$ cat src/hw/scr_regs.svh
// Constants of the self-check result reporter: result codes, test patterns,
// acceptance masks and timing counts.
// Assumes inclusion by bare name from the package and the design modules.
`ifndef SCR_REGS_SVH
`define SCR_REGS_SVH

// Result codes on result pins 3..0, low level lights an indicator.
`define SCR_CODE_PORT_A   4'h9
`define SCR_CODE_PORT_B   4'h6
`define SCR_CODE_RAM      4'hA
`define SCR_CODE_ROM      4'hB
`define SCR_CODE_TIMER    4'hC
`define SCR_CODE_SCI      4'hD
`define SCR_CODE_ADC      4'hE
`define SCR_CODE_PLM      4'h1
`define SCR_CODE_INT      4'h2
`define SCR_CODE_WDOG     4'h3
`define SCR_LEDS_OFF      4'hF
`define SCR_LEDS_FLASH    4'h0

// Patterns driven to the ports and modulators under test.
`define SCR_PAT_PORT_A    8'h55
`define SCR_PAT_PORT_B    8'hAA
`define SCR_PAT_PLM       8'h80
`define SCR_PAT_NONE      8'h00

// Flags that each event-style test must see set.
`define SCR_MASK_TIMER    8'h1F
`define SCR_MASK_SCI      8'h0F
`define SCR_MASK_INT      8'h07
`define SCR_MASK_WDOG     8'h01

// Converter expectations: low reference, high reference, midpoint.
`define SCR_ADC_LOW       8'h00
`define SCR_ADC_HIGH      8'hFF
`define SCR_ADC_MID       8'h80
`define SCR_ADC_TOL       8'h04
`define SCR_ADC_CONVS     8'h03

// Cycles that a test may take before it counts as failed.
`define SCR_TIMEOUT       12'hFFF
// Cycles from reset release until the synchronised mode pins are valid.
`define SCR_SYNC_WAIT     2'h2

`endif

$ cat src/hw/scr_pkg.sv
// Types of the self-check result reporter: test order, sequencer states
// and the mapping from test to its failure code.
// Assumes scr_regs.svh on the include path.
`include "scr_regs.svh"

package scr_pkg;

   typedef enum logic [3:0] {
      T_PORT_A,
      T_PORT_B,
      T_RAM,
      T_ROM,
      T_TIMER,
      T_SCI,
      T_ADC,
      T_PLM,
      T_INT,
      T_WDOG
   } scr_test_t;

   typedef enum logic [2:0] {
      S_CAPTURE,
      S_IDLE,
      S_START,
      S_WAIT,
      S_FAIL
   } scr_state_t;

   function automatic logic [3:0] scr_fail_code(input scr_test_t t);
      unique case (t)
         T_PORT_A: scr_fail_code = `SCR_CODE_PORT_A;
         T_PORT_B: scr_fail_code = `SCR_CODE_PORT_B;
         T_RAM:    scr_fail_code = `SCR_CODE_RAM;
         T_ROM:    scr_fail_code = `SCR_CODE_ROM;
         T_TIMER:  scr_fail_code = `SCR_CODE_TIMER;
         T_SCI:    scr_fail_code = `SCR_CODE_SCI;
         T_ADC:    scr_fail_code = `SCR_CODE_ADC;
         T_PLM:    scr_fail_code = `SCR_CODE_PLM;
         T_INT:    scr_fail_code = `SCR_CODE_INT;
         T_WDOG:   scr_fail_code = `SCR_CODE_WDOG;
         default:  scr_fail_code = `SCR_LEDS_OFF;
      endcase
   endfunction

endpackage

$ cat src/hw/scr_obs_if.sv
// Interface between the sequencer and the verdict judge.
// Assumes both ends run on the same clock.
`timescale 1ns/1ps
`default_nettype none

interface scr_obs_if;
   import scr_pkg::*;
   logic            start;
   scr_test_t       test;
   logic [7:0]      expect_val;
   logic            obs_valid;
   logic [7:0]      obs_data;
   logic            obs_done;
   logic            verdict_valid;
   logic            verdict_pass;

   modport seq (output start, test, expect_val, obs_valid, obs_data,
                obs_done, input verdict_valid, verdict_pass);
   modport judge (input start, test, expect_val, obs_valid, obs_data,
                  obs_done, output verdict_valid, verdict_pass);
endinterface

`default_nettype wire

$ cat src/hw/scr_judge.sv
// Verdict judge: watches the observations of one test and decides pass or
// fail when the test reports done.
// Assumes observations come from on-chip logic on the same clock.
`timescale 1ns/1ps
`default_nettype none

module scr_judge (
   // Clock and reset
   input  wire logic  clk,
   input  wire logic  rst_n,
   // Sequencer side
   scr_obs_if.judge   obs
);
   import scr_pkg::*;

   logic [7:0] acc_q, acc_d;
   logic [7:0] idx_q;
   logic       bad_q, bad_d;
   logic       busy_q;
   logic       vld_q;
   logic       pass_q;

   wire        take     = obs.obs_valid & busy_q;
   wire        finish   = obs.obs_done & busy_q;
   wire [7:0]  d        = obs.obs_data;
   wire [7:0]  mid_dist = (d > `SCR_ADC_MID) ? d - `SCR_ADC_MID
                                            : `SCR_ADC_MID - d;
   wire        adc_bad  = (idx_q == 8'h00) ? (d > `SCR_ADC_LOW + `SCR_ADC_TOL)
                        : (idx_q == 8'h01) ? (d < `SCR_ADC_HIGH - `SCR_ADC_TOL)
                        : (idx_q == 8'h02) ? (mid_dist > `SCR_ADC_TOL)
                        : 1'b1;

   // Per-observation accumulation and mismatch detection.
   always_comb begin
      acc_d = acc_q;
      bad_d = bad_q;
      unique case (obs.test)
         T_PORT_A, T_PORT_B, T_PLM: bad_d = bad_q | (d != obs.expect_val); // see [RL8] [RL15]
         T_RAM:   bad_d = bad_q | (d != idx_q);                           // see [RL9]
         T_ROM:   acc_d = acc_q ^ d;                                      // see [RL10]
         T_ADC:   bad_d = bad_q | adc_bad;                                // see [RL13]
         default: acc_d = acc_q | d;
      endcase
   end

   // Final judgement at done: each test's closing condition.
   logic ok;
   always_comb begin
      unique case (obs.test)
         T_RAM:   ok = idx_q != 8'h00;
         T_ROM:   ok = ^acc_q;                                            // see [RL10]
         T_TIMER: ok = (acc_q & `SCR_MASK_TIMER) == `SCR_MASK_TIMER;      // see [RL11]
         T_SCI:   ok = (acc_q & `SCR_MASK_SCI) == `SCR_MASK_SCI;          // see [RL12]
         T_ADC:   ok = idx_q == `SCR_ADC_CONVS;                           // see [RL13]
         T_INT:   ok = (acc_q & `SCR_MASK_INT) == `SCR_MASK_INT;          // see [RL14]
         T_WDOG:  ok = (acc_q & `SCR_MASK_WDOG) == `SCR_MASK_WDOG;        // see [RL15]
         default: ok = 1'b1;
      endcase
   end

   always_ff @(posedge clk or negedge rst_n) begin
      if (!rst_n) begin
         acc_q  <= 8'h00;
         idx_q  <= 8'h00;
         bad_q  <= 1'b0;
         busy_q <= 1'b0;
         vld_q  <= 1'b0;
         pass_q <= 1'b0;
      end else if (obs.start) begin
         acc_q  <= 8'h00;
         idx_q  <= 8'h00;
         bad_q  <= 1'b0;
         busy_q <= 1'b1;
         vld_q  <= 1'b0;
      end else begin
         vld_q <= finish;
         if (finish) begin
            busy_q <= 1'b0;
            pass_q <= ok & ~bad_q;
         end else if (take) begin
            acc_q <= acc_d;
            bad_q <= bad_d;
            idx_q <= idx_q + 8'h01;
         end
      end
   end

   assign obs.verdict_valid = vld_q;
   assign obs.verdict_pass  = pass_q;
endmodule

`default_nettype wire

$ cat src/hw/scr_top.sv
// Self-check sequencer and result reporter: repeats the test series until a test fails
// and shows the outcome on four active-low indicator pins.
// Assumes the test units answer on the observation port on this clock and
// that the mode pins are asynchronous to it.
//
// Contract
// [RL1] Fixture holds interrupt pin elevated and first capture input high, then resets.
// [RL2] Fixture holds mode select bit low to choose self-check over loaders.
// [RL3] After reset in self-check, tests run unaided and restart after completion.
// [RL4] Outcomes appear only on result pins 0 to 3.
// [RL5] Low level lights an indicator, high level darkens it.
// [RL6] All passing toggles the result pins; any failure holds a constant pattern.
// [RL7] Each failing test has its own fixed four-bit failure code.
// [RL8] Port test drives and checks the ports, mismatch gives a port code.
// [RL9] RAM test checks a counting pattern in every byte.
// [RL10] ROM test exclusive-ORs all bytes and expects odd-ones parity.
// [RL11] Timer test expects both capture, both compare and overflow flags set.
// [RL12] Serial test expects receive-full, transmit-empty, complete and framing flags.
// [RL13] Converter test checks low reference, high reference and their midpoint.
// [RL14] Interrupt test needs external, timer and serial interrupts to occur.
// [RL15] Modulator and watchdog are checked, each with its own failure code.
// [RL16] User software should not call the self-check routines.
// [RL17] First failing test stops the sequence and holds its code until reset.
`timescale 1ns/1ps
`default_nettype none
`include "scr_regs.svh"

module scr_top (
   // Clock and reset
   input  wire logic              MCLK_IN,
   input  wire logic              NRST_IN,
   // Mode pins, asynchronous
   input  wire logic              IRQ_HIGH_IN,
   input  wire logic              FIRST_CAPTURE_INPUT_IN,
   input  wire logic              MODE_SELECT_BIT_IN,
   // Observation port from the units under test
   input  wire logic              OBS_VALID_IN,
   input  wire logic [7:0]        OBS_DATA_IN,
   input  wire logic              OBS_DONE_IN,
   // Test control to the units under test
   output logic                   TEST_START_OUT,
   output scr_pkg::scr_test_t     TEST_SEL_OUT,
   output logic [7:0]             DRIVE_OUT,
   output logic                   SELF_CHECK_OUT,
   // Result pins
   output logic [3:0]             RESULT_PIN_OUT,
   output logic [3:0]             RESULT_OE_OUT
);
   import scr_pkg::*;

   ////////////////////////////////////////////////////////////////////////
   // Mode pin synchronisers.

   logic [2:0] pins_raw;
   logic [2:0] sync1_q;
   logic [2:0] sync2_q;

   assign pins_raw = {IRQ_HIGH_IN, FIRST_CAPTURE_INPUT_IN, MODE_SELECT_BIT_IN};

   genvar g;
   generate
      for (g = 0; g < 3; g++) begin : g_sync
         always_ff @(posedge MCLK_IN or negedge NRST_IN) begin
            if (!NRST_IN) begin
               sync1_q[g] <= 1'b0;
               sync2_q[g] <= 1'b0;
            end else begin
               sync1_q[g] <= pins_raw[g];
               sync2_q[g] <= sync1_q[g];
            end
         end
      end
   endgenerate

   // Self-check needs both elevated levels and the select bit low.
   wire want_check = sync2_q[2] & sync2_q[1] & ~sync2_q[0];     // see [RL1] [RL2]

   ////////////////////////////////////////////////////////////////////////
   // Judge.

   scr_obs_if obs_bus ();

   assign obs_bus.obs_valid = OBS_VALID_IN;
   assign obs_bus.obs_data  = OBS_DATA_IN;
   assign obs_bus.obs_done  = OBS_DONE_IN;

   scr_judge u_judge (
      .clk   (MCLK_IN),
      .rst_n (NRST_IN),
      .obs   (obs_bus.judge)
   );

   ////////////////////////////////////////////////////////////////////////
   // Sequencer.

   scr_state_t  state_q, state_d;
   scr_test_t   test_q, test_d;
   logic [11:0] wait_q;
   logic [1:0]  cap_q;
   logic        start_q;
   logic [7:0]  drive_q;
   logic        check_q;
   logic [3:0]  result_q, result_d;
   logic [3:0]  oe_q;

   wire timed_out = (state_q == S_WAIT) && (wait_q == `SCR_TIMEOUT);
   wire verdict   = (state_q == S_WAIT) && obs_bus.verdict_valid;
   wire passed    = verdict & obs_bus.verdict_pass;
   wire failed    = (verdict & ~obs_bus.verdict_pass) | timed_out;
   wire last_test = test_q == T_WDOG;

   wire [7:0] drive_d = (test_d == T_PORT_A) ? `SCR_PAT_PORT_A     // see [RL8]
                      : (test_d == T_PORT_B) ? `SCR_PAT_PORT_B
                      : (test_d == T_PLM)    ? `SCR_PAT_PLM        // see [RL15]
                      : `SCR_PAT_NONE;

   assign obs_bus.start      = start_q;
   assign obs_bus.test       = test_q;
   assign obs_bus.expect_val = drive_q;

   always_comb begin
      state_d  = state_q;
      test_d   = test_q;
      result_d = result_q;
      unique case (state_q)
         S_CAPTURE: begin
            if (cap_q == `SCR_SYNC_WAIT) begin
               state_d = want_check ? S_START : S_IDLE;
            end
         end
         S_IDLE: begin
         end
         S_START: begin
            state_d = S_WAIT;
         end
         S_WAIT: begin
            if (failed) begin
               state_d  = S_FAIL;                                   // see [RL17]
               result_d = scr_fail_code(test_q);                    // see [RL7]
            end else if (passed) begin
               state_d = S_START;
               if (last_test) begin
                  test_d   = T_PORT_A;                              // see [RL3]
                  result_d = ~result_q;                             // see [RL6]
               end else begin
                  test_d = scr_test_t'(test_q + 4'h1);
               end
            end
         end
         S_FAIL: begin
         end
      endcase
   end

   always_ff @(posedge MCLK_IN or negedge NRST_IN) begin
      if (!NRST_IN) begin
         state_q <= S_CAPTURE;
         test_q  <= T_PORT_A;
         cap_q   <= 2'h0;
      end else begin
         state_q <= state_d;
         test_q  <= test_d;
         if (state_q == S_CAPTURE) begin
            cap_q <= cap_q + 2'h1;
         end
      end
   end

   always_ff @(posedge MCLK_IN or negedge NRST_IN) begin
      if (!NRST_IN) begin
         wait_q <= 12'h000;
      end else if (state_q == S_WAIT) begin
         wait_q <= wait_q + 12'h001;
      end else begin
         wait_q <= 12'h000;
      end
   end

   // Indicators start dark and are driven only in self-check mode.
   always_ff @(posedge MCLK_IN or negedge NRST_IN) begin
      if (!NRST_IN) begin
         start_q  <= 1'b0;
         drive_q  <= `SCR_PAT_NONE;
         check_q  <= 1'b0;
         result_q <= `SCR_LEDS_OFF;
         oe_q     <= 4'h0;
      end else begin
         start_q  <= state_d == S_START;
         drive_q  <= drive_d;
         check_q  <= (state_d != S_CAPTURE) && (state_d != S_IDLE);
         result_q <= result_d;                                      // see [RL5]
         oe_q     <= {4{(state_d != S_CAPTURE) && (state_d != S_IDLE)}}; // see [RL4]
      end
   end

   assign TEST_START_OUT = start_q;
   assign TEST_SEL_OUT   = test_q;
   assign DRIVE_OUT      = drive_q;
   assign SELF_CHECK_OUT = check_q;
   assign RESULT_PIN_OUT = result_q;
   assign RESULT_OE_OUT  = oe_q;
endmodule

`default_nettype wire

$ cat config.mk
export PLATFORM = sky130hd
export DESIGN_NAME = scr_top
export DESIGN_NICKNAME = d
export VERILOG_FILES = /design/src/hw/scr_pkg.sv /design/src/hw/scr_obs_if.sv /design/src/hw/scr_judge.sv /design/src/hw/scr_top.sv
export VERILOG_INCLUDE_DIRS = /design/src /design/src/hw
export SDC_FILE = /design/constraint.sdc
export NUM_CORES = 1
export LEC_CHECK = 0
export BUFFER_PORTS_ARGS = -buffer_cell sky130_fd_sc_hd__buf_2
export CAP_MARGIN = 20
export CORE_AREA = 4 4 84 86
export CTS_BUF_LIST = sky130_fd_sc_hd__clkbuf_2 sky130_fd_sc_hd__clkbuf_4 sky130_fd_sc_hd__clkbuf_8
export CTS_CLUSTER_DIAMETER = 150
export DETAILED_ROUTE_END_ITERATION = 7
export DIE_AREA = 0 0 88 90
export PLACE_DENSITY = 0.7
export SYNTH_ARGS = -nofsm -noshare
export SYNTH_HDL_FRONTEND = slang
export SYNTH_SLANG_ARGS = --single-unit
$ cat constraint.sdc
create_clock -name MCLK_IN -period 6 [get_ports MCLK_IN]
set_clock_uncertainty 0.05 [all_clocks]
set_input_delay 1.8 -clock MCLK_IN [delete_from_list [all_inputs] [get_ports MCLK_IN]]
set_output_delay 1.8 -clock MCLK_IN [all_outputs]
set_load 0.01 [all_outputs]
* After elaboration in Yosys (flattened, before gate mapping) *
Memories as Yosys holds them, arrays and structs flattened.
Cells that the tools add are included.

storage, ports and cells
  output and inout bits = 22
  memory bits (read-only) = 64
  word-level logic and storage cells = 134
  bits in registers = 62
  memories kept = 1

memory list
  memory           depth  bits a word  read ports  clocked after memory_dff  wr ports  RTL line       source
  (no name shown)  16     4            1           0                         0         scr_pkg.sv:30  unique case (t)

cells by class
  muxes and demuxes = 35
  reductions and logical operators = 22
  $lt $le $gt $ge = 4
  equality and inequality tests = 27
  bitwise logic cells = 18
  add/sub/neg operators = 6

operators with widths
  cell                                                           count
  2-to-1 mux 8 bit                                               10
  2-to-1 mux 4 bit                                               7
  == test 4 x 3 -> 1 bit, second input constant                  5
  == test 8 x 2 -> 1 bit, second input constant                  2
  greater-than comparator 8 x 3 -> 1 bit, second input constant  2
  inequality test 8 bit                                          2
  one-hot mux 8 bit (2 select lines)                             1
  adder 12 x 1 -> 12 bit, second input constant                  1
  == test 12 bit, second input constant                          1
  == test 4 bit, second input constant                           3
  2-to-1 mux 12 bit                                              1
  == test 3 x 2 -> 1 bit, second input constant                  3
  2-to-1 mux 1 bit                                               9
  2-to-1 mux 3 bit                                               3
  one-hot mux 3 bit (3 select lines)                             1
  AND reduction 3 bit                                            3
  adder 8 x 1 -> 8 bit, second input constant                    1
  == test 4 x 1 -> 1 bit, second input constant                  2
  == test 4 x 2 -> 1 bit, second input constant                  2
  == test 8 x 1 -> 1 bit, second input constant                  1
  greater-than comparator 8 bit, second input constant           1
  logical NOT 4 bit                                              2
  logical NOT 8 bit                                              1
  less-than comparator 8 bit, second input constant              1
  29 further kinds                                               47

* Depth between registers and ports, before layout *
Gate-level depths: netlist of run 1.

  depth in word-level cells = 11
  depth in mapped cells = 9

* By module *
A second synthesis of run 1 with hierarchy kept.

second synthesis, totals
  cell total of the unflattened synthesis = 378
  area total of the unflattened synthesis = 3493.4 µm²

by module, submodules not included
  module     instances  area each (µm²)  cells an instance
  scr_top    1          1831.8           178
  scr_judge  1          1661.6           200

* Least setup slack after synthesis of run 1 *
Ideal clock, no wire load.

  path kind = input to register
  start = input port OBS_DATA_IN[5]
  end = register u_judge.bad_q
  path buffers = 0
  library setup time = 139 ps
  data required time = 5811 ps
  data arrival time = 2863 ps
  slack = 2949 ps
  stages on the path = 5
  cell sequence = inv_1 -> or4_1 -> o41a_1 -> o22ai_1 -> a211oi_1

on the way
  word-level cells in the longest chain between the ends = 11
  elaborated cells on any way between the ends = 19

RTL lines
  item                                                                         RTL line         source
  from (decl)                                                                  scr_top.sv:38    input wire logic [7:0] OBS_DATA_IN,
  subtractor 8 bit (no line) or greater-than comparator 8 bit (tied branches)  n/a
  2-to-1 mux 8 bit                                                             scr_judge.sv:26  wire [7:0] mid_dist = (d > `SCR_ADC_MID) ? d - `SCR_ADC_MID
  greater-than comparator 8 x 3 -> 1 bit (no line)                             n/a
  2-to-1 mux 1 bit                                                             scr_judge.sv:30  : (idx_q == 8'h02) ? (mid_dist > `SCR_ADC_TOL)
  2-to-1 mux 1 bit                                                             scr_judge.sv:29  : (idx_q == 8'h01) ? (d < `SCR_ADC_HIGH - `SCR_ADC_TOL)
  2-to-1 mux 1 bit                                                             scr_judge.sv:28  wire adc_bad = (idx_q == 8'h00) ? (d > `SCR_ADC_LOW + `SCR_ADC_TOL)
  OR 1 bit                                                                     scr_judge.sv:41  T_ADC: bad_d = bad_q | adc_bad;
  one-hot mux 1 bit (3 select lines) *                                         scr_judge.sv:37  unique case (obs.test)
  2-to-1 mux 1 bit *                                                           scr_judge.sv:80  end else if (take) begin
  2-to-1 mux 1 bit *                                                           scr_judge.sv:77  if (finish) begin
  2-to-1 mux 1 bit *                                                           scr_judge.sv:69  end else if (obs.start) begin
  to (signal assigned)                                                         scr_judge.sv:65  bad_q <= 1'b0;
  to (signal assigned)                                                         scr_judge.sv:72  bad_q <= 1'b0;
  to (signal assigned)                                                         scr_judge.sv:82  bad_q <= bad_d;
  to (decl)                                                                    scr_judge.sv:18  logic bad_q, bad_d;

Mark *: on every way between the ends. The rest lies on a longest branch, timed or not. The select of a mux whose other input is x is not followed.
A chain may end at the register's enable or synchronous reset.

* Worst setup path in the final report of run 1 *
  start = register start_q, in the netlist TEST_START_OUT
  end = output port TEST_START_OUT

RTL lines
  item                    RTL line        source
  from (decl)             scr_top.sv:100  logic start_q;
  from (signal assigned)  scr_top.sv:182  start_q <= 1'b0;
  from (signal assigned)  scr_top.sv:188  start_q <= state_d == S_START;
  to (decl)               scr_top.sv:41   output logic TEST_START_OUT,

No word-level cell between the ends.

==> results of run 1 <==
-- cells by family after synthesis --
| logic type | Yosys count | share of synthesized area |
|---|---|---|
| and+or+nand+nor | 129 | 0.1987 |
| xor gates and xnor gates | 29 | 0.07428 |
| muxes | 7 | 0.02049 |
| AOI/OAI and AO/OA | 75 | 0.1442 |
| buffers and inverters | 50 | 0.06696 |
| adders and majority gates | 23 | 0.08416 |
| DFF | 56 | 0.4113 |
-- metal layers --
metal  global-route usage  routed length (um)
met3              0.02742                 309
met2               0.2758                3182
met5                    0                   0
met1               0.2653                3253
met4              0.03581                  63
-- how the worst min path moves through the flow --
stage	start	to	slack (ns)	cells after the start
global placement	sync1_q[0]	sync2_q[0]	0.28	0
floorplan	sync1_q[0]	sync2_q[0]	0.28	0
global route	sync1_q[0]	sync2_q[0]	0.32	0
finish	sync1_q[0]	sync2_q[0]	0.31	0
CTS	sync1_q[0]	sync2_q[0]	0.31	0
detailed placement	sync1_q[0]	sync2_q[0]	0.28	0
-- sequential cells by signal (all words and copies together) (netlist names), 4 cells and up --
register,flops
wait_q,12
u_judge.acc_q,8
u_judge.idx_q,8
RESULT_PIN_OUT,4
TEST_SEL_OUT,4
-- area by class of cell --
cell class,count,share of cell area
Inverter,29,0.02946
Sequential cell,56,0.3806
Tap cell,77,0.02608
Timing Repair Buffer,37,0.05080
Clock inverter,3,0.01151
Clock buffer,5,0.01863
Multi-Input combinational cell,263,0.4829
-- metrics by stage --
stage	util	worst slack (ns)
CTS	0.5886	2.744
detailed placement	0.5709	2.696
global placement	0.5709	2.735
finish	0.5886	2.775
global route	0.5886	2.685
floorplan	-	2.949
-- placed cells by master (no fill, tap or decap), types with 4 or more instances in the layout --
cell / count
nand3_1: 8
clkbuf_8: 5
and3_1: 4
ha_1: 23
or3_1: 8
o21ai_0: 14
inv_1: 29
a211oi_1: 7
nand4_1: 6
nand3b_1: 5
nor2_1: 45
a21oi_1: 25
dfrtp_1: 52
mux2i_1: 7
dfstp_2: 4
xnor2_1: 13
nand2_1: 17
nor2b_1: 4
nor3_1: 12
xor2_1: 16
buf_2: 36
-- power by group through the flow --
stage               registers, mW  clock network, mW  logic [mW]
detailed placement          0.403                  0      0.0621
CTS                         0.396              0.253      0.0628
floorplan                   0.402                  0      0.0392
global route                0.397              0.268      0.0708
finish                      0.396              0.246      0.0617
global placement            0.403                  0      0.0605
==> metrics.md, run 1 <==
| Metric | Value |
|---|---|
| Filler Cell Count | `550` |
| Worst setup path start | `TEST_START_OUT` |
| Clock network fraction of design power | `0.350` |
| Number of buffers added by the clock tree synthesis step | `5` |
| Boundary pin count | `37` |
| Net load switching power | `approximately 170 uW` |
| Yosys top cell area share | `0.3805` |
| Proportion of layout cells with a drive suffix above 1 | `0.1552` |
| Cell area after placement | `0.003583 mm2` |
| Largest cells by area after synthesis | `dfrtp_1, ha_1, nor2_1, xor2_1, a21oi_1` |
| Count of buffers inserted at the top-level ports | `36` |
| Hold buffer count at cts | `0` |
| Worst Setup Start Kind | `flip-flop` |
| CP required | `between 4 and 5 ns` |
| Part of the cycle the worst path needs | `0.5375` |
| Leak Pwr | `approximately 1.7 nW` |
| Flip-flop cell with the highest count after synthesis | `dfrtp_1` |
| Setup-failing EPs final | `0` |
| Transition time at the pin with the least slew margin | `around 0.87 ns` |
| Number of sinks handled by clock tree synthesis | `56` |
| Result of the run | `complete, no violations` |
| Pin count of the biggest net entering global routing | `57` |
| Number of max-capacitance violations reported | `0` |
| Maximum clock path buffer count | `2` |
| Clock tree from TritonCTS | `yes` |
| Smallest hold slack | `0.3069 ns` |
| Layout area overhead | `8.050%` |
| Count of instances resized after the clock tree is built | `0` |
| Routed via count | `around 2600` |
| Setup tns final | `0 ns` |
| Setup Fix Bufs, Post-CTS | `0` |
| Critical Setup Path Class | `reg -> out` |
| Count of unresolved DRC violations after routing | `0` |
| Flop-to-flop setup slack | `approximately 3.3 ns` |
| Hpwl dp | `slightly below 5000 um` |
| Total power after layout | `704.0 uW` |
| Global route total overflow | `0` |
| CP peak stage delay | `0.82 ns` |
| Clock H-tree levels | `2` |
| Worst min-delay path category | `reg -> reg` |
| Switching power as a share of total power | `0.2367` |
| Die extent in y | `roughly 90 um` |
| Leading area contributor after synthesis | `dfrtp_1` |
| Count of nets left with antenna violations after detail routing | `0` |
| Wire length after detailed routing | `just under 7000 um` |
| Proportion of register bits with asynchronous set or reset after synthesis | `1.000` |
| Unrepaired setup endpoints after global routing | `false` |
| Synthesized area per cell | `a little over 9 um2` |
| CP Buf/Inv Count | `1` |
| 1st-iter DRT viols | `153` |
| Final non-filler cell total | `between 400 and 500` |
| CP cell instances | `buf_2` |
| Area of the core | `around 0.0063 mm2` |
| Final hold viol count | `0` |
| First-pass detailed-route iteration total | `4` |
| Number of synthesized flops with an enable pin | `0` |
| Dominant delay contributor by cell family on the critical path | `flip-flops` |
| Max IR drop VDD | `between 0.15 and 0.2 mV` |
| Reg power frac | `0.562` |
| Slowest cell on the critical path | `dfrtp_1` |
| Clock-pin slew on the worst setup and hold paths | `roughly 0.10 ns` |
| Inst Count DP | `around 460` |
| Crit path capture | `TEST_START_OUT` |
| Total routing resource utilization after global routing | `0.1787` |
| Die area | `a little under 0.008 mm2` |
| Design area | `~0.0037 mm2` |
| Internal power component | `about 540 uW` |
| Number of synthesis warnings | `0` |
| Stages on worst setup path | `1` |
| Most repeated cell in the gate-level netlist after synthesis | `dfrtp_1` |
| Number of distinct library cell variants in the gate-level netlist after synthesis | `56` |
| Placer congestion estimate | `around 0.84` |
| Starting density of the core | `0.5447` |
| Number of cell instances on the worst register-to-register path | `7` |
| Global-route wire length before repair | `approximately 12000 um` |
| Achievable clock frequency | `about 310 MHz` |
| Final critical delay including setup and external delays | `approximately 3.2 ns` |
| Number of flip-flops and latches in the synthesized netlist | `56` |
| Via count of the first global-routing pass | `approximately 2400` |
| Die width | `just under 90 um` |
| Largest fanout on the critical path | `21` |
| Clock Tree Root | `clkbuf_8` |
| Clock insertion delay at the later pin of the skew report | `about 0.30 ns` |
| Drt wl/cell | `14.49 um` |
| Post-Synthesis Net Count | `just over 400` |
| Routed via count divided by cell count | `between 5 and 6` |
| Multi-input combinational cell area | `roughly 0.0018 mm2` |
| Net total in the final layout | `430` |
| Summed instance area of the synthesized netlist | `0.003420 mm2` |
| Endpoint of the most critical register-to-register path | `u_judge.bad_q` |
| Headroom to the max-slew limit | `0.4149` |
| Number of inserted diodes | `0` |
| Total number of placement rows | `29` |
| Seq. cell area | `around 0.0014 mm2` |
| Arr. time, crit path | `around 1.4 ns` |
| Total count of max-transition violations in the final report | `0` |
| Crit end category | `primary output` |
| Reg-to-Reg Start | `TEST_SEL_OUT[0]` |
| Part of the total power dissipated in combinational logic | `0.088` |
| Share of synthesized area occupied by flip-flops and latches | `0.4113` |
| Most instantiated cells after synthesis | `dfrtp_1, nor2_1, inv_1, a21oi_1, ha_1` |
| Initial antenna violation count | `0` |
| Syn Inst Count | `approximately 370` |
| Areal power density over the cells | `190.5 mW/mm2` |
Note: power is estimated with default switching activity, not from simulation.
==> inputs of run 2 (changes only) <==
Clock period 6 ns to 3.1 ns, I/O delays scaled along.
==> run 2 against run 1 <==
First-iteration DRC count decreased by 5.9%; design area is 0.58% higher; worst hold slack better by 0.0021 ns; combinational power increased by 99%; count of clock-buffer cells in the layout increased by 1; die area is the same; total power increased by 86%; critical path depth is 6 higher; largest power group unchanged; highest routed layer unchanged.
==> metrics.md, run 2 (synthesized netlist as in run 1, its figures left out) <==
| Metric | Value |
|---|---|
| First-pass detailed-route iteration total | `5 (was 4)` |
| Count of buffers inserted at the top-level ports | `36 (unchanged)` |
| Total routing resource utilization after global routing | `0.1905 (was 0.1787)` |
| Number of inserted diodes | `0 (unchanged)` |
| CP cell instances | `inv_1 > ha_1 > nor3b_2 > mux2i_1 > xnor2_1 > a2111oi_0 > a211oi_1 (was buf_2)` |
| Filler Cell Count | `552 (was 550)` |
| Max IR drop VDD | `0.2362 mV (was 0.1737 mV)` |
| Clock Tree Root | `clkbuf_8 (unchanged)` |
| Global route total overflow | `0 (unchanged)` |
| Register containing the most flip-flops in the final layout | `wait_q (unchanged)` |
| Largest fanout on the critical path | `11 (was 21)` |
| Clock-pin slew on the worst setup and hold paths | `0.10 ns (about the same)` |
| Part of the cycle the worst path needs | `0.8256` |
| Final hold viol count | `0 (unchanged)` |
| Flop-to-flop setup slack | `0.54 ns (was 3.33 ns)` |
| Boundary pin count | `37 (unchanged)` |
| Final critical delay including setup and external delays | `2.559 ns` |
| CP required | `3.23 ns (was 4.15 ns)` |
| Die width | `88 um (unchanged)` |
| Count of nets left with antenna violations after detail routing | `0 (unchanged)` |
| Areal power density over the cells | `351.6 mW/mm2 (was 190.5 mW/mm2)` |
| Layout area overhead | `8.672% (was 8.050%)` |
| Headroom to the max-slew limit | `0.4255 (was 0.4149)` |
| Drt wl/cell | `15.13 um (was 14.49 um)` |
| Transition time at the pin with the least slew margin | `0.8580 ns (was 0.8739 ns)` |
| Max reg flops | `12 (unchanged)` |
| Setup Fix Bufs, Post-CTS | `0 (unchanged)` |
| Setup tns final | `0 ns (unchanged)` |
| Most common library cell in the layout ignoring fill and taps | `dfrtp_1 (unchanged)` |
| Pin count of the biggest net entering global routing | `32 (was 57)` |
| Wire length after detailed routing | `7155 um (was 6808 um)` |
| Design area | `0.003716 mm2 (was 0.003695 mm2)` |
| Net total in the final layout | `433 (was 430)` |
| Inst Count DP | `465 (was 462)` |
| Clock tree from TritonCTS | `yes (unchanged)` |
| 1st-iter DRT viols | `144 (was 153)` |
| Maximum clock path buffer count | `2 (unchanged)` |
| Final non-filler cell total | `473 (was 470)` |
| Routed via count divided by cell count | `5.573 (was 5.600)` |
| Achievable clock frequency | `390.7 MHz` |
| Hpwl dp | `5213 um (was 4940 um)` |
| Total count of max-transition violations in the final report | `0 (unchanged)` |
| Crit end category | `flip-flop (was primary output)` |
| Routed via count | `2636 (was 2632)` |
| Number of sinks handled by clock tree synthesis | `56 (unchanged)` |
| Arr. time, crit path | `2.69 ns (was 1.38 ns)` |
| Area of the core | `0.006277 mm2 (unchanged)` |
| Initial antenna violation count | `0 (unchanged)` |
| Count of instances resized after the clock tree is built | `0 (unchanged)` |
| Proportion of layout cells with a drive suffix above 1 | `0.1616 (was 0.1552)` |
| Clock H-tree levels | `2 (unchanged)` |
| Hold buffer count at cts | `0 (unchanged)` |
| Global-route wire length before repair | `12280 um (was 11610 um)` |
| Slowest cell on the critical path | `dfrtp_1 (unchanged)` |
| Setup-failing EPs final | `0 (unchanged)` |
| Critical Setup Path Class | `reg -> reg (was reg -> out)` |
| Via count of the first global-routing pass | `2550 (was 2433)` |
| Count of unresolved DRC violations after routing | `0 (unchanged)` |
| Unrepaired setup endpoints after global routing | `false (unchanged)` |
| Starting density of the core | `0.5447 (unchanged)` |
| Cell area after placement | `0.003618 mm2 (was 0.003583 mm2)` |
| Total number of placement rows | `29 (unchanged)` |
| Result of the run | `complete, no violations (unchanged)` |
| Worst min-delay path category | `reg -> reg (unchanged)` |
| Biggest regs | `wait_q x12, u_judge.acc_q x8, u_judge.idx_q x8 (unchanged)` |
| Die extent in y | `90 um (unchanged)` |
| Leading cell types in the layout, fill and taps excluded | `dfrtp_1, nor2_1, buf_2 (unchanged)` |
| Worst Setup Start Kind | `flip-flop (unchanged)` |
| Clock insertion delay at the later pin of the skew report | `0.31 ns (was 0.30 ns)` |
| CP peak stage delay | `0.52 ns (was 0.82 ns)` |
| Die area | `0.007920 mm2 (unchanged)` |
| Number of max-capacitance violations reported | `0 (unchanged)` |
| Number of buffers added by the clock tree synthesis step | `5 (unchanged)` |
| Placer congestion estimate | `0.8485 (was 0.8441)` |
| Leak Pwr | `1.731 nW (was 1.721 nW)` |
[run 2: layer usage]
| metal | track usage | vias up | routed length [um] |
|---|---|---|---|
| met1 | 0.2861 | 1265 | 3516 |
| met2 | 0.2889 | 45 | 3331 |
| met5 | 0 | - | 0 |
| li1 | - | 1320 | - |
| met4 | 0.04092 | 0 | 51 |
| met3 | 0.02925 | 6 | 255 |
[run 2: final timing paths]
path,to,cells after the start,start
max,u_judge.bad_q,7,TEST_SEL_OUT[0]
min,sync2_q[0],0,sync1_q[0]
max reg2reg,u_judge.bad_q,7,TEST_SEL_OUT[0]
min reg2reg,sync2_q[0],0,sync1_q[0]
max in group asynchronous,RESULT_PIN_OUT[0],2,NRST_IN
min in group asynchronous,u_judge.acc_q[5],1,NRST_IN
[run 2: final cells by class]
class                           count  area, um2  area share
Multi-Input combinational cell    263       1784      0.4801
Sequential cell                    56       1406      0.3785
Timing Repair Buffer               40      222.7     0.05993
Inverter                           29      108.9     0.02929
Tap cell                           77      96.34     0.02593
Clock buffer                        6      82.58     0.02222
Clock inverter                      2      15.01    0.004040
[run 2: where the power goes]
part / total (mW) / internal (mW) / switching, mW
combinational: 0.123 / 0.0506 / 0.0719
clock: 0.418 / 0.181 / 0.237
sequential: 0.766 / 0.751 / 0.0145
total: 1.31 / 0.983 / 0.323
[run 2: stage by stage]
step | total power, mW | hold slack (ns) | setup WS, ns | utilization
floorplan | 0.8533 | 0.2812 | 0.8687 | -
global placement | 0.8998 | 0.2839 | 0.7066 | 0.5764
detailed placement | 0.9043 | 0.2863 | 0.5873 | 0.5764
CTS | 1.326 | 0.3100 | 0.5466 | 0.5920
global route | 1.372 | 0.3188 | 0.3235 | 0.5920
finish | 1.307 | 0.3090 | 0.5406 | 0.5920
[run 2: worst max-delay path, delay by kind of cell (launching register included)]
family / cells / cell delay, ns
buf+inv: 1 / 0.18
simple gates: 1 / 0.51
xor+xnor: 1 / 0.08
flops: 1 / 0.52
mux: 1 / 0.27
fa+ha+maj: 1 / 0.28
compound gates: 2 / 0.53
==> inputs of run 3 (changes only) <==
Settings changed: PLACE_DENSITY 0.7 to 0.73.
Clock period 3.1 ns to 2.11 ns, I/O delays scaled along.
==> run 3 against run 2 <==
Setup slack lost 0.45 ns; clock power grew 75%; non-clock buffer count grew 22; die area is the same; first-iteration DRC count grew 6.3%; core utilization grew 3.9 points.
==> metrics.md, run 3 (synthesized netlist as in run 1, its figures left out) <==
| Metric | Value |
|---|---|
| Clock tree from TritonCTS | `yes (unchanged)` |
| Part of the cycle the worst path needs | `0.9547 (was 0.8256)` |
| Register containing the most flip-flops in the final layout | `wait_q (unchanged)` |
| Via count of the first global-routing pass | `2603 (was 2550)` |
| Transition time at the pin with the least slew margin | `0.4727 ns (was 0.8580 ns)` |
| Number of inserted diodes | `0 (unchanged)` |
| Critical Setup Path Class | `reg -> reg (unchanged)` |
| Area of the core | `0.006277 mm2 (unchanged)` |
| Proportion of layout cells with a drive suffix above 1 | `0.2267 (was 0.1616)` |
| Placer congestion estimate | `0.8239 (was 0.8485)` |
| Worst Setup Start Kind | `flip-flop (unchanged)` |
| Number of cell instances on the worst register-to-register path | `7 (unchanged)` |
| Clock H-tree levels | `2 (unchanged)` |
| Leak Pwr | `1.864 nW (was 1.731 nW)` |
| Crit end category | `flip-flop (unchanged)` |
| Hpwl dp | `5357 um (was 5213 um)` |
| Count of unresolved DRC violations after routing | `0 (unchanged)` |
| Clock insertion delay at the later pin of the skew report | `0.31 ns (about the same)` |
| Total routing resource utilization after global routing | `0.1904 (was 0.1905)` |
| Global-route wire length before repair | `12190 um (was 12280 um)` |
| Leading cell types in the layout, fill and taps excluded | `dfrtp_1, nor2_1, buf_2 (unchanged)` |
| Result of the run | `complete, no violations (unchanged)` |
| Setup tns final | `0 ns (unchanged)` |
| Final non-filler cell total | `496 (was 473)` |
| Count of nets left with antenna violations after detail routing | `0 (unchanged)` |
| Max IR drop VDD | `0.3782 mV (was 0.2362 mV)` |
| Number of sinks handled by clock tree synthesis | `56 (unchanged)` |
| Total count of max-transition violations in the final report | `0 (unchanged)` |
| Layout area overhead | `15.77% (was 8.672%)` |
| Inst Count DP | `486 (was 465)` |
| Areal power density over the cells | `517.5 mW/mm2 (was 351.6 mW/mm2)` |
| Starting density of the core | `0.5447 (unchanged)` |
| Worst min-delay path category | `in -> async (was reg -> reg)` |
| Final hold viol count | `0 (unchanged)` |
| Largest fanout on the critical path | `7 (was 11)` |
| Wire length after detailed routing | `7290 um (was 7155 um)` |
| Die extent in y | `90 um (unchanged)` |
| Hold buffer count at cts | `0 (unchanged)` |
| Max reg flops | `12 (unchanged)` |
| Total power after layout | `2.049 mW (was 1.307 mW)` |
| Clock Tree Root | `clkbuf_8 (unchanged)` |
| Arr. time, crit path | `2.16 ns (was 2.69 ns)` |
| Clock-pin slew on the worst setup and hold paths | `0.10 ns (about the same)` |
| Biggest regs | `wait_q x12, u_judge.acc_q x8, u_judge.idx_q x8 (unchanged)` |
| Filler Cell Count | `528 (was 552)` |
| Global route total overflow | `0 (unchanged)` |
| Routed via count divided by cell count | `5.478 (was 5.573)` |
| Pin count of the biggest net entering global routing | `30 (was 32)` |
| Total number of placement rows | `29 (unchanged)` |
| Utilization after layout | `0.6307 (was 0.5920)` |
| Boundary pin count | `37 (unchanged)` |
| Maximum clock path buffer count | `2 (unchanged)` |
| Achievable clock frequency | `496.4 MHz (was 390.7 MHz)` |
| 1st-iter DRT viols | `153 (was 144)` |
| Drt wl/cell | `14.70 um (was 15.13 um)` |
| Net total in the final layout | `456 (was 433)` |
| Die width | `88 um (unchanged)` |
| Headroom to the max-slew limit | `0.6825 (was 0.4255)` |
| Routed via count | `2717 (was 2636)` |
| First-pass detailed-route iteration total | `4 (was 5)` |
| Count of buffers inserted at the top-level ports | `36 (unchanged)` |
| CP required | `2.25 ns (was 3.23 ns)` |
| Number of buffers added by the clock tree synthesis step | `5 (unchanged)` |
| Setup-failing EPs final | `0 (unchanged)` |
| Most common library cell in the layout ignoring fill and taps | `dfrtp_1 (unchanged)` |
| Die area | `0.007920 mm2 (unchanged)` |
| Final critical delay including setup and external delays | `2.014 ns (was 2.559 ns)` |
| Number of max-capacitance violations reported | `0 (unchanged)` |
| Initial antenna violation count | `0 (unchanged)` |
==> run 3: what timing repair did <==
action,4_1_cts,5_1_grt
gates resized for setup,1,9
setup buffers,0,1
pin swaps,0,1
gates cloned,0,1
endpoints found under the setup margin,1,11
endpoints found under the hold margin,0,0
==> run 3: path summary, 6_finish.rpt <==
check / to / slack, ns / startpoint
max in group asynchronous: RESULT_PIN_OUT[1] / 1.29 / NRST_IN
min reg2reg: sync2_q[2] / 0.31 / sync1_q[2]
max reg2reg: u_judge.bad_q / 0.1 / TEST_SEL_OUT[0]
min: wait_q[8] / 0.17 / NRST_IN
min in group MCLK_IN: sync2_q[2] / 0.31 / sync1_q[2]
max: u_judge.bad_q / 0.1 / TEST_SEL_OUT[0]
==> run 3: final cells by class <==
type | instances | area [um2] | area share
Inverter | 29 | 108.9 | 0.02750
Tap cell | 77 | 96.34 | 0.02434
Clock inverter | 2 | 38.79 | 0.009798
Clock buffer | 6 | 76.32 | 0.01928
Timing Repair Buffer | 62 | 391.6 | 0.09893
Multi-Input combinational cell | 264 | 1838 | 0.4643
Sequential cell | 56 | 1409 | 0.3559
==> run 3: metrics by stage <==
step                cell area (um2)  hold WS [ns]  worst slack [ns]
detailed placement             3785        0.2847           0.02836
CTS                            3901        0.1771           0.03270
global placement               3785        0.2830           0.08504
finish                         3959        0.1717           0.09555
global route                   3959        0.1842          -0.05761
floorplan                      3428        0.2812         0.0008724
==> run 3: report_power, final <==
group	switching, mW	total, mW	internal (mW)
registers	0.0171	1.12	1.10
clock network	0.358	0.730	0.372
logic	0.113	0.197	0.0844
==> run 3: worst max-delay path, stage by stage (launching register included) <==
cell	delay [ns]
dfrtp_2	0.47
inv_2	0.10
ha_1	0.19
nor3b_4	0.25
mux2i_1	0.26
xnor2_1	0.11
a2111oi_2	0.32
a211oi_1	0.13
==> run 3: routing by layer <==
layer	wire, um	track usage	up-vias
li1	-	-	1367
met1	3479	0.2750	1297
met2	3452	0.2921	46
met3	274	0.03108	7
met4	84	0.05627	0
met5	0	0	-
